**config.mk**
```make
export PLATFORM = sky130hd
export DESIGN_NAME = pes_top
export DESIGN_NICKNAME = d
export VERILOG_FILES = /design/src/inc/pes_pkg.sv /design/src/hw/pes_first_ptr.sv /design/src/hw/pes_steer.sv /design/src/hw/pes_top.sv
export SDC_FILE = /design/constraint.sdc
export NUM_CORES = 1
export LEC_CHECK = 0
export BUFFER_PORTS_ARGS = -buffer_cell sky130_fd_sc_hd__buf_2
export CAP_MARGIN = 20
export CORE_MARGIN = 2
export CORE_UTILIZATION = 47
export CTS_CLUSTER_SIZE = 10
export DETAILED_ROUTE_END_ITERATION = 8
export GPL_TIMING_DRIVEN = 0
export PLACE_DENSITY_LB_ADDON = 0.05
export SYNTH_ARGS = -nofsm -noshare
export SYNTH_HDL_FRONTEND = slang
export SYNTH_SLANG_ARGS = --single-unit
```
**constraint.sdc**
```tcl
create_clock -name clk_i -period 4.75 [get_ports clk_i]
set_input_delay 0.95 -clock clk_i [delete_from_list [all_inputs] [get_ports clk_i]]
set_output_delay 0.95 -clock clk_i [all_outputs]
set_load 0.03 [all_outputs]
```
**src/inc/pes_pkg.sv**
```systemverilog
// Behaviour
// - A steered request leaves only while its host do-command enable is set.
// - Correctable first pointer sits read-only in 28:24, holds, rearms when all clear; sticky.
// - Simultaneous errors make a pointer record the lowest flagged bit number.
// - Unit first pointer in 20:16 locks on first unit error, rearms when clear; sticky.
// - Unit pointer is meaningful only for errors enabled for reporting.
// - Bit 15 enables header log capture for link layer engine protocol errors.
// - Bit 14 gates all fatal, non-fatal and correctable unit error reporting.
// - Fields 13:12, 11:10, 9:8 steer unit fatal, non-fatal, correctable; 00 is SCI.
// - Fields 5:4, 3:2, 1:0 steer root port fatal, non-fatal, correctable; 00 is SCI.
// - Root port paths act only with root port control bit 2, 1 or 0 set.
// - A masked uncorrectable error is neither logged nor reported.
// - Mask bits 20, 18, 17, 16 suppress their error when set.
// - Mask bits 15, 14, 13, 12, 4 suppress their error when set.
// - Mask bits 19 and 0 are not implemented and read zero.
// - Mask bits are sticky over ordinary reset; power-on clears both registers.
package pes_pkg;

  localparam int ADR_W = 12;
  localparam int IRQ_W = 4;
  localparam int NPATH = 6;

  // register offsets
  localparam logic [ADR_W-1:0] OFS_STEER   = 12'h148;
  localparam logic [ADR_W-1:0] OFS_UMASK   = 12'h14C;
  localparam logic [ADR_W-1:0] OFS_IRQ_STS = 12'h180;
  localparam logic [ADR_W-1:0] OFS_IRQ_MSK = 12'h184;
  localparam logic [ADR_W-1:0] OFS_HOST_EN = 12'h188;
  localparam logic [ADR_W-1:0] OFS_RP_CTL  = 12'h18C;

  // field positions in the steering register
  localparam int CORR_PTR_LSB = 24;
  localparam int UNIT_PTR_LSB = 16;
  localparam int HDR_LOG_BIT  = 15;
  localparam int UNIT_EN_BIT  = 14;

  // writable bits and reset values
  localparam logic [31:0] STEER_CTL_MSK = 32'h0000_FF3F;
  localparam logic [31:0] UMASK_IMPL    = 32'h0017_F010;
  localparam logic [31:0] RST_STEER     = 32'h0000_0000;
  localparam logic [31:0] RST_UMASK     = 32'h0000_0000;
  localparam logic [4:0]  RST_PTR       = 5'h00;
  localparam logic [3:0]  RST_HOST_EN   = 4'h0;
  localparam logic [2:0]  RST_RP_CTL    = 3'h0;
  localparam logic [IRQ_W-1:0] RST_IRQ  = 4'h0;

  // steering codes
  localparam logic [1:0] CODE_SCI  = 2'h0;
  localparam logic [1:0] CODE_SMI  = 2'h1;
  localparam logic [1:0] CODE_SERR = 2'h2;
  localparam logic [1:0] CODE_MCE  = 2'h3;

  // request lines, also host do-command enable bits
  localparam int REQ_SCI  = 0;
  localparam int REQ_SMI  = 1;
  localparam int REQ_MCE  = 2;
  localparam int REQ_SERR = 3;

  // interrupt events
  localparam int EV_CORR_LOCK = 0;
  localparam int EV_UNIT_LOCK = 1;
  localparam int EV_UNC_LOG   = 2;
  localparam int EV_REQ_BLOCK = 3;

  // lowest set bit of a 32-bit vector
  function automatic logic [4:0] lowest_set(input logic [31:0] v);
    logic [4:0] r;
    r = 5'h00;
    for (int i = 31; i >= 0; i--) begin
      if (v[i]) begin
        r = i[4:0];
      end
    end
    return r;
  endfunction

  // byte-lane merge of a write under an access mask
  function automatic logic [31:0] merge(input logic [31:0] old, input logic [31:0] wd,
                                        input logic [3:0] sel, input logic [31:0] wm);
    logic [31:0] m;
    m = {{8{sel[3]}}, {8{sel[2]}}, {8{sel[1]}}, {8{sel[0]}}} & wm;
    return (old & ~m) | (wd & m);
  endfunction

endpackage

```
**src/hw/pes_first_ptr.sv**
```systemverilog
`timescale 1ns/1ps
`default_nettype none
module pes_first_ptr (
  input  wire logic        clk_i,
  input  wire logic        por_i,
  input  wire logic [31:0] stat_i,
  input  wire logic        arm_en_i,
  input  wire logic        wr_i,
  input  wire logic [4:0]  wr_val_i,
  output logic      [4:0]  ptr_o,
  output logic             locked_o,
  output logic             lock_pulse_o
);
  import pes_pkg::*;

  logic [31:0] prev_q;
  logic [31:0] fresh;
  logic        lock_now;

  // bits that became set this cycle
  assign fresh        = stat_i & ~prev_q;
  assign lock_now     = !locked_o && arm_en_i && (|fresh);
  assign lock_pulse_o = lock_now;

  // previous status, sticky like the pointer
  always_ff @(posedge clk_i) begin
    if (por_i) begin
      prev_q <= '0;
    end else begin
      prev_q <= stat_i;
    end
  end

  // lock on the first error, rearm once everything cleared
  always_ff @(posedge clk_i) begin
    if (por_i) begin
      ptr_o    <= RST_PTR;
      locked_o <= 1'b0;
    end else if (lock_now) begin
      ptr_o    <= lowest_set(fresh);
      locked_o <= 1'b1;
    end else begin
      if (wr_i) begin
        ptr_o <= wr_val_i;
      end
      if (locked_o && stat_i == '0) begin
        locked_o <= 1'b0;
      end
    end
  end

  a_ptr_lowest_bit: assert property (@(posedge clk_i) disable iff (por_i)
    lock_now |=> ptr_o == lowest_set($past(fresh)))
    else $error("first pointer not lowest flagged bit");

  a_ptr_holds_lock: assert property (@(posedge clk_i) disable iff (por_i)
    locked_o && !wr_i && stat_i != '0 |=> locked_o && $stable(ptr_o))
    else $error("locked first pointer moved");

endmodule // pes_first_ptr
`default_nettype wire

```
**src/hw/pes_steer.sv**
```systemverilog
`timescale 1ns/1ps
`default_nettype none
module pes_steer (
  input  wire logic       en_i,
  input  wire logic       evt_i,
  input  wire logic [1:0] code_i,
  output logic      [3:0] req_o
);
  import pes_pkg::*;

  // one-hot request for the selected signalling method
  always_comb begin
    req_o = 4'h0;
    if (en_i && evt_i) begin
      unique case (code_i)
        CODE_SCI:  req_o[REQ_SCI]  = 1'b1;
        CODE_SMI:  req_o[REQ_SMI]  = 1'b1;
        CODE_SERR: req_o[REQ_SERR] = 1'b1;
        CODE_MCE:  req_o[REQ_MCE]  = 1'b1;
      endcase
    end
  end

endmodule // pes_steer
`default_nettype wire

```
**src/hw/pes_top.sv**
```systemverilog
`timescale 1ns/1ps
`default_nettype none
module pes_top (
  input  wire logic                      clk_i,
  input  wire logic                      rst_i,
  input  wire logic                      por_i,
  // wishbone slave
  input  wire logic                      wb_cyc_i,
  input  wire logic                      wb_stb_i,
  input  wire logic                      wb_we_i,
  input  wire logic [pes_pkg::ADR_W-1:0] wb_adr_i,
  input  wire logic [3:0]                wb_sel_i,
  input  wire logic [31:0]               wb_dat_i,
  output logic      [31:0]               wb_dat_o,
  output logic                           wb_ack_o,
  // error sources
  input  wire logic [31:0]               corr_status_i,
  input  wire logic [31:0]               unit_status_i,
  input  wire logic [31:0]               unc_err_i,
  input  wire logic                      unit_fatal_i,
  input  wire logic                      unit_nonfatal_i,
  input  wire logic                      unit_corr_i,
  input  wire logic                      rp_fatal_i,
  input  wire logic                      rp_nonfatal_i,
  input  wire logic                      rp_corr_i,
  // results
  output logic      [31:0]               unc_log_o,
  output logic                           hdr_log_lle_o,
  output logic                           unit_ptr_valid_o,
  output logic                           request_sci_signal_o,
  output logic                           request_smi_signal_o,
  output logic                           request_machine_check_o,
  output logic                           request_serr_signal_o,
  output logic                           irq_o
);
  import pes_pkg::*;

  // software-visible state
  logic [15:0]      steer_ctl_q;
  logic [31:0]      umask_q;
  logic [3:0]       host_en_q;
  logic [2:0]       rp_ctl_q;
  logic [IRQ_W-1:0] irq_sts_q;
  logic [IRQ_W-1:0] irq_msk_q;
  logic [IRQ_W-1:0] irq_ev;

  // bus handshake
  logic        take;
  logic        wr_en;
  logic        ack_q;
  logic [31:0] rdata;
  logic [31:0] steer_rd;
  logic [31:0] dat_q;

  // first pointers
  logic [4:0] corr_ptr;
  logic [4:0] unit_ptr;
  logic       corr_locked;
  logic       unit_locked;
  logic       corr_lock_ev;
  logic       unit_lock_ev;
  logic       unit_ptr_wr;

  // steering
  logic [NPATH-1:0] path_en;
  logic [NPATH-1:0] path_evt;
  logic [1:0]       path_code [NPATH];
  logic [3:0]       path_req  [NPATH];
  logic [3:0]       req_any;
  logic [3:0]       req_q;
  logic [31:0]      unc_log_d;
  logic [31:0]      steer_wr;

  // request is taken once, acked next cycle
  assign take  = wb_cyc_i && wb_stb_i && !ack_q;
  assign wr_en = take && wb_we_i;

  // steering register image
  assign steer_rd = {3'h0, corr_ptr, 3'h0, unit_ptr, steer_ctl_q[15:8], 2'h0,
                     steer_ctl_q[5:0]};

  // read mux, unmapped offsets read zero
  always_comb begin
    rdata = 32'h0000_0000;
    unique case (wb_adr_i)
      OFS_STEER:   rdata = steer_rd;
      OFS_UMASK:   rdata = umask_q & UMASK_IMPL;
      OFS_IRQ_STS: rdata = {28'h0000000, irq_sts_q};
      OFS_IRQ_MSK: rdata = {28'h0000000, irq_msk_q};
      OFS_HOST_EN: rdata = {28'h0000000, host_en_q};
      OFS_RP_CTL:  rdata = {29'h00000000, rp_ctl_q};
      default:     rdata = 32'h0000_0000;
    endcase
  end

  // ack and read data
  always_ff @(posedge clk_i) begin
    if (rst_i || por_i) begin
      ack_q <= 1'b0;
      dat_q <= 32'h0000_0000;
    end else begin
      ack_q <= take;
      if (take) begin
        dat_q <= rdata;
      end
    end
  end

  assign wb_ack_o = ack_q;
  assign wb_dat_o = dat_q;

  // lane-merged write image; only the control half is stored here
  assign steer_wr = merge({16'h0000, steer_ctl_q}, wb_dat_i, wb_sel_i, STEER_CTL_MSK);

  // steering control bits: cleared by any reset
  always_ff @(posedge clk_i) begin
    if (rst_i || por_i) begin
      steer_ctl_q <= RST_STEER[15:0];
    end else if (wr_en && wb_adr_i == OFS_STEER) begin
      steer_ctl_q <= steer_wr[15:0];
    end
  end

  // detect masks survive ordinary reset
  always_ff @(posedge clk_i) begin
    if (por_i) begin
      umask_q <= RST_UMASK;
    end else if (wr_en && wb_adr_i == OFS_UMASK) begin
      umask_q <= merge(umask_q, wb_dat_i, wb_sel_i, UMASK_IMPL);
    end
  end

  // host do-command enables and root port control
  always_ff @(posedge clk_i) begin
    if (rst_i || por_i) begin
      host_en_q <= RST_HOST_EN;
      rp_ctl_q  <= RST_RP_CTL;
    end else if (wr_en && wb_sel_i[0]) begin
      if (wb_adr_i == OFS_HOST_EN) begin
        host_en_q <= wb_dat_i[3:0];
      end
      if (wb_adr_i == OFS_RP_CTL) begin
        rp_ctl_q <= wb_dat_i[2:0];
      end
    end
  end

  // unit pointer takes software writes through byte lane 2
  assign unit_ptr_wr = wr_en && wb_adr_i == OFS_STEER && wb_sel_i[2];

  // correctable first pointer, read only
  pes_first_ptr u_corr_ptr (
    .clk_i        (clk_i),
    .por_i        (por_i),
    .stat_i       (corr_status_i),
    .arm_en_i     (1'b1),
    .wr_i         (1'b0),
    .wr_val_i     (5'h00),
    .ptr_o        (corr_ptr),
    .locked_o     (corr_locked),
    .lock_pulse_o (corr_lock_ev)
  );

  // unit first pointer, locks only while unit reporting is on
  pes_first_ptr u_unit_ptr (
    .clk_i        (clk_i),
    .por_i        (por_i),
    .stat_i       (unit_status_i),
    .arm_en_i     (steer_ctl_q[UNIT_EN_BIT]),
    .wr_i         (unit_ptr_wr),
    .wr_val_i     (wb_dat_i[UNIT_PTR_LSB +: 5]),
    .ptr_o        (unit_ptr),
    .locked_o     (unit_locked),
    .lock_pulse_o (unit_lock_ev)
  );

  assign unit_ptr_valid_o = unit_locked && steer_ctl_q[UNIT_EN_BIT];
  assign hdr_log_lle_o    = steer_ctl_q[HDR_LOG_BIT];

  // path enables: unit paths by bit 14, root paths by control bits
  assign path_en  = {rp_ctl_q[0], rp_ctl_q[1], rp_ctl_q[2],
                     {3{steer_ctl_q[UNIT_EN_BIT]}}};
  assign path_evt = {rp_corr_i, rp_nonfatal_i, rp_fatal_i,
                     unit_corr_i, unit_nonfatal_i, unit_fatal_i};

  // field per path: unit 13:12, 11:10, 9:8 then root 5:4, 3:2, 1:0
  assign path_code[0] = steer_ctl_q[13:12];
  assign path_code[1] = steer_ctl_q[11:10];
  assign path_code[2] = steer_ctl_q[9:8];
  assign path_code[3] = steer_ctl_q[5:4];
  assign path_code[4] = steer_ctl_q[3:2];
  assign path_code[5] = steer_ctl_q[1:0];

  // one decoder per path
  for (genvar p = 0; p < NPATH; p++) begin : g_path
    pes_steer u_steer (
      .en_i   (path_en[p]),
      .evt_i  (path_evt[p]),
      .code_i (path_code[p]),
      .req_o  (path_req[p])
    );
  end

  // merge all paths
  always_comb begin
    req_any = 4'h0;
    for (int p = 0; p < NPATH; p++) begin
      req_any = req_any | path_req[p];
    end
  end

  // requests leave only when the host enable allows them
  always_ff @(posedge clk_i) begin
    if (rst_i || por_i) begin
      req_q <= 4'h0;
    end else begin
      req_q <= req_any & host_en_q;
    end
  end

  assign request_sci_signal_o    = req_q[REQ_SCI];
  assign request_smi_signal_o    = req_q[REQ_SMI];
  assign request_machine_check_o = req_q[REQ_MCE];
  assign request_serr_signal_o   = req_q[REQ_SERR];

  // masked uncorrectable errors are dropped before logging
  assign unc_log_d = unc_err_i & ~umask_q & UMASK_IMPL;

  always_ff @(posedge clk_i) begin
    if (rst_i || por_i) begin
      unc_log_o <= 32'h0000_0000;
    end else begin
      unc_log_o <= unc_log_d;
    end
  end

  // interrupt events
  always_comb begin
    irq_ev               = '0;
    irq_ev[EV_CORR_LOCK] = corr_lock_ev;
    irq_ev[EV_UNIT_LOCK] = unit_lock_ev;
    irq_ev[EV_UNC_LOG]   = |unc_log_d;
    irq_ev[EV_REQ_BLOCK] = |(req_any & ~host_en_q);
  end

  // sticky status, write one to clear, a new event wins
  always_ff @(posedge clk_i) begin
    if (rst_i || por_i) begin
      irq_sts_q <= RST_IRQ;
    end else if (wr_en && wb_adr_i == OFS_IRQ_STS && wb_sel_i[0]) begin
      irq_sts_q <= (irq_sts_q & ~wb_dat_i[IRQ_W-1:0]) | irq_ev;
    end else begin
      irq_sts_q <= irq_sts_q | irq_ev;
    end
  end

  // interrupt mask
  always_ff @(posedge clk_i) begin
    if (rst_i || por_i) begin
      irq_msk_q <= RST_IRQ;
    end else if (wr_en && wb_adr_i == OFS_IRQ_MSK && wb_sel_i[0]) begin
      irq_msk_q <= wb_dat_i[IRQ_W-1:0];
    end
  end

  assign irq_o = |(irq_sts_q & irq_msk_q);

  // checks
  a_req_host_gate: assert property (@(posedge clk_i) disable iff (rst_i || por_i)
    (req_q & ~$past(host_en_q)) == 4'h0)
    else $error("request left without host enable");

  a_unit_rpt_gate: assert property (@(posedge clk_i) disable iff (rst_i || por_i)
    !steer_ctl_q[UNIT_EN_BIT] |-> (path_req[0] | path_req[1] | path_req[2]) == 4'h0)
    else $error("unit request while unit reporting off");

  a_rp_fatal_gate: assert property (@(posedge clk_i) disable iff (rst_i || por_i)
    !rp_ctl_q[2] |-> path_req[3] == 4'h0)
    else $error("root fatal request while disabled");

  a_sci_code_path: assert property (@(posedge clk_i) disable iff (rst_i || por_i)
    rp_corr_i && rp_ctl_q[0] && steer_ctl_q[1:0] == CODE_SCI && host_en_q[REQ_SCI]
    |=> request_sci_signal_o)
    else $error("correctable root error missed SCI");

  a_unit_fat_code: assert property (@(posedge clk_i) disable iff (rst_i || por_i)
    unit_fatal_i && steer_ctl_q[UNIT_EN_BIT] && steer_ctl_q[13:12] == CODE_SCI
    |-> path_req[0][REQ_SCI])
    else $error("unit fatal not steered to SCI");

  a_unc_masked_out: assert property (@(posedge clk_i) disable iff (rst_i || por_i)
    (unc_log_o & $past(umask_q)) == 32'h0000_0000)
    else $error("masked uncorrectable error logged");

  a_mask_ro_zero: assert property (@(posedge clk_i) disable iff (rst_i || por_i)
    ack_q && $past(wb_adr_i) == OFS_UMASK |-> wb_dat_o[19] == 1'b0 && wb_dat_o[0] == 1'b0)
    else $error("unimplemented mask bit read one");

  a_mask_sticky_rst: assert property (@(posedge clk_i) disable iff (por_i)
    rst_i |=> $stable(umask_q))
    else $error("mask lost over ordinary reset");

  a_wb_ack_pulse: assert property (@(posedge clk_i) disable iff (rst_i || por_i)
    wb_ack_o |=> !wb_ack_o)
    else $error("ack held two cycles");

  a_hdr_log_bit: assert property (@(posedge clk_i) disable iff (rst_i || por_i)
    wr_en && wb_adr_i == OFS_STEER && wb_sel_i[1] |=> hdr_log_lle_o == $past(wb_dat_i[15]))
    else $error("header log enable not written");

  // a taken request is answered in the very next cycle
  a_wb_ack_next: assert property (@(posedge clk_i) disable iff (rst_i || por_i)
    take |=> wb_ack_o)
    else $error("ack missing after taken request");

  a_rp_nf_gate: assert property (@(posedge clk_i) disable iff (rst_i || por_i)
    !rp_ctl_q[1] |-> path_req[4] == 4'h0)
    else $error("root non-fatal request while disabled");

  a_rp_corr_gate: assert property (@(posedge clk_i) disable iff (rst_i || por_i)
    !rp_ctl_q[0] |-> path_req[5] == 4'h0)
    else $error("root correctable request while disabled");

  a_unit_valid_gate: assert property (@(posedge clk_i) disable iff (rst_i || por_i)
    !steer_ctl_q[UNIT_EN_BIT] |-> !unit_ptr_valid_o)
    else $error("unit pointer valid while reporting off");

  // software writes never move the read-only correctable pointer
  a_corr_ptr_ro: assert property (@(posedge clk_i) disable iff (por_i)
    wr_en && wb_adr_i == OFS_STEER && !corr_lock_ev |=> $stable(corr_ptr))
    else $error("correctable pointer moved by a write");

  a_steer_rsvd_zero: assert property (@(posedge clk_i) disable iff (rst_i || por_i)
    ack_q && $past(wb_adr_i) == OFS_STEER |-> (wb_dat_o & 32'hE0E0_00C0) == 32'h0000_0000)
    else $error("reserved steering bit read one");

  a_unc_unmasked_log: assert property (@(posedge clk_i) disable iff (rst_i || por_i)
    (unc_err_i & ~umask_q & UMASK_IMPL) != 32'h0000_0000 |=> unc_log_o != 32'h0000_0000)
    else $error("unmasked uncorrectable error not logged");

  // a new event beats a write-one clear in the same cycle
  a_irq_set_wins: assert property (@(posedge clk_i) disable iff (rst_i || por_i)
    irq_ev != '0 |=> ($past(irq_ev) & ~irq_sts_q) == '0)
    else $error("interrupt event lost to a clear");

endmodule // pes_top
`default_nettype wire

```
==> results.tsv <==
stage	metric	value	unit
run_status	status	completed	
global_routing	grt_use_total	23.1	%
synthesis	yosysSeqAreaShare	44.1	%
final_layout	drive_above_1_share	23.7	%
detailed_routing	antenna_left	0	
sta	rsz0062_at_grt	no	
sta	tns	0	ns
worst_setup_path	cp.arrival	3.07	ns
worst_setup_path	critPathLaunchType	primary input	
power_and_ir_drop	swShare	23.5	%
synthesis	synth_top_family_by_area	simple AND/OR/NAND/NOR gates	
synthesis	synth_compound_area_share	14.2	%
synthesis	synth-edff-count	0	
final_layout	final_common_cell	buf_2	
worst_setup_path	critical_path.slowest_cell	nor3b_1	
floorplanning	ios	228	
worst_setup_path	criticalPathCategory	primary input to flop	
power_and_ir_drop	clkPwrFrac	47.6	%
sta	finalSetupViolCount	0	
clock_network	cts_sinks	152	
floorplanning	rows	44	
detailed_routing	wl	18.0	mm
floorplanning	die_y	125	µm
worst_setup_path	cp_slowest_stage_delay	0.76	ns
global_routing	grt_max_degree	17	
clock_network	postCtsSetupRepairBufs	0	
detailed_routing	drc	0	
power_and_ir_drop	seq_power_share	42.2	%
synthesis	synth-async-reset-ratio	0	%
detailed_routing	wl_per_cell	15.0	µm
floorplanning	die_w	125	µm
global_routing	first_global_vias	5878	
synthesis	synth_ff_type	dfxtp_1	
final_layout	final_cell_count_no_fill	1203	
clock_network	root_buffer	clkbuf_16	
worst_setup_path	endpoint_kind	flop	
final_layout	areaGrowthSynthToFinish	25.9	%
final_layout	fillCellCount	1396	
sta	finClkSkew	0.00863	ns
clock_network	clock_path_buffers	2	
placement	hpwl	14.1	mm
job	drv_cap	0	
placement	dp_cells	1171	
detailed_routing	drtPass1Iterations	5	
sta	min_period	2.78	ns
sta	clock.fmax	0.359	GHz
worst_setup_path	worstPathRequired	5.04	ns
power_and_ir_drop	p_sw	736	µW
clock_network	cts_max_level	4	
placement	io_buffers	158	
clock_network	hold_buffers	0	
synthesis	synth-seq-cells	152	
synthesis	syn-cell-area	6900	µm²
clock_network	cts_tree	yes	
power_and_ir_drop	finalPower	3.13	mW
placement	gp_congestion	0.898	
synthesis	synth_mux_area_share	5.71	%
synthesis	synthSimpleGateAreaFrac	30.4	%
detailed_routing	viasPerCell	5.17	
sta	fin_crit_sh	58.6	%
worst_setup_path	cp_cell_sequence	buf_2 > nand3b_1 > nor3b_1 > nand3_1 > mux2_2 > nand2_1 > a21oi_1	
floorplanning	die-area	15700	µm²
clock_network	clk_pin_slew_worst_paths	0.06	ns
power_and_ir_drop	max-vdd-ir-drop	0.244	mV
clock_network	clk_latency	0.43	ns
sta	layout_setup_ws	1.97	ns
power_and_ir_drop	internal_power	2.40	mW
global_routing	grt_overflow_total	0	
power_and_ir_drop	pwr_density_cell	360	nW/µm²
min_path	hold_class	flop to flop	
power_and_ir_drop	p_leak	3.71	nW
sta	hold_viol	0	
synthesis	syn_avg_cell_area	8.64	µm²
global_routing	antenna_found_initial	0	
final_layout	num_antenna_cells	0	
synthesis	synth_cell_types	61	
final_layout	final_cell_mix	161 x buf_2, 152 x dfxtp_1, 96 x nor2b_1	
floorplanning	core-area	14400	µm²
worst_setup_path	critPathMaxFanout	6	
sta	maxSlewHeadroom	35.6	%
synthesis	synthAdderAreaFrac	0	%
final_layout	nets	1162	
placement	pre_cts_ws	1.57	ns
detailed_routing	drt_iter0_drc	382	
synthesis	ys_warn_count	0	
synthesis	synthCells	799	
clock_network	post_cts_resized	0	
synthesis	synthXorXnorAreaFrac	0	%
floorplanning	initial_utilization	47.9	%
sta	tightestPinTransition	0.958	ns
global_routing	grt_pass1_wl	29.0	mm
power_and_ir_drop	comb_power_share	10.2	%
sta	drv_slew	0	
clock_network	cts_buffers	17	
detailed_routing	num_vias	6222	
[layer usage]
layer | share of wire [%] | wire [µm] | track usage (%)
met5 | 0 | 0 | 0
met2 | 47 | 8470 | 37.9
met3 | 7.0 | 1270 | 6.42
met1 | 43 | 7840 | 28.6
met4 | 2.6 | 461 | 9.87
[critical path, delay by kind of cell]
family | cells | cell delay (ns)
buffers and inverters | 1 | 0.08
multiplexers | 1 | 0.40
AND/OR/NAND/NOR | 4 | 1.57
AO/OA/AOI/OAI | 1 | 0.07
[worst paths after layout]
check | start | slack (ns) | cells after the start | end
max | wb_stb_i | 1.97 | 7 | u_unit_ptr.ptr_o[2]
min | host_en_q[3] | 0.47 | 2 | req_q[3]
max reg2reg | wb_ack_o | 2.19 | 6 | u_unit_ptr.ptr_o[2]
min reg2reg | host_en_q[3] | 0.47 | 2 | req_q[3]
[cell type report]
type | count | area (µm²) | share of cell area, %
inverter | 12 | 45.0 | 0.518
tap | 184 | 230 | 2.65
clock buffer | 20 | 457 | 5.25
clock inverter | 12 | 198 | 2.27
buffer | 59 | 342 | 3.93
timing repair buffer | 158 | 791 | 9.10
sequential | 152 | 3040 | 35.0
multi-input combinational | 606 | 3590 | 41.3
[Yosys cell counts (all sizes together), types with 5 or more instances]
cell	n	area, µm²
dfxtp	152	3040
nor2	96	363
nor2b	96	601
nand2	56	210
nand2b	53	332
a21oi	38	190
buf	38	263
mux2i	27	270
nor4	26	169
o21ai	26	130
a22oi	25	188
clkbuf	21	78.8
nand3	17	85.1
inv	12	45.0
nand4	12	75.1
mux2	11	124
nor3	10	61.3
a211oi	7	52.6
nand3b	5	37.5
o211ai	5	37.5
[power groups by stage]
stage          combinational (mW)  clock, mW  sequential (mW)
4_1_cts                     0.318       1.51             1.32
6_report                    0.318       1.49             1.32
3_5_place_dp                0.317          0             1.35
5_1_grt                     0.351       1.57             1.33
2_1_floorplan               0.194          0             1.36
3_3_place_gp                0.316          0             1.35
[cell families (layout without fill, tap and decap cells)]
family	Yosys count	in the layout
compound gates	147	147
flops	152	152
other cells	1	31
simple gates	390	390
buf+inv	71	261
mux	38	38
[through the flow]
step / hold WS (ns) / util, % / instance area [µm²]
after CTS: 0.472 / 60.3 / 8690
final: 0.473 / 60.3 / 8690
after detailed placement: 0.465 / 55.7 / 8040
after global routing: 0.499 / 60.3 / 8690
after global placement: 0.465 / 55.7 / 8040
after floorplan: 0.432 / - / 7020
(Power assumes the default switching activity.)
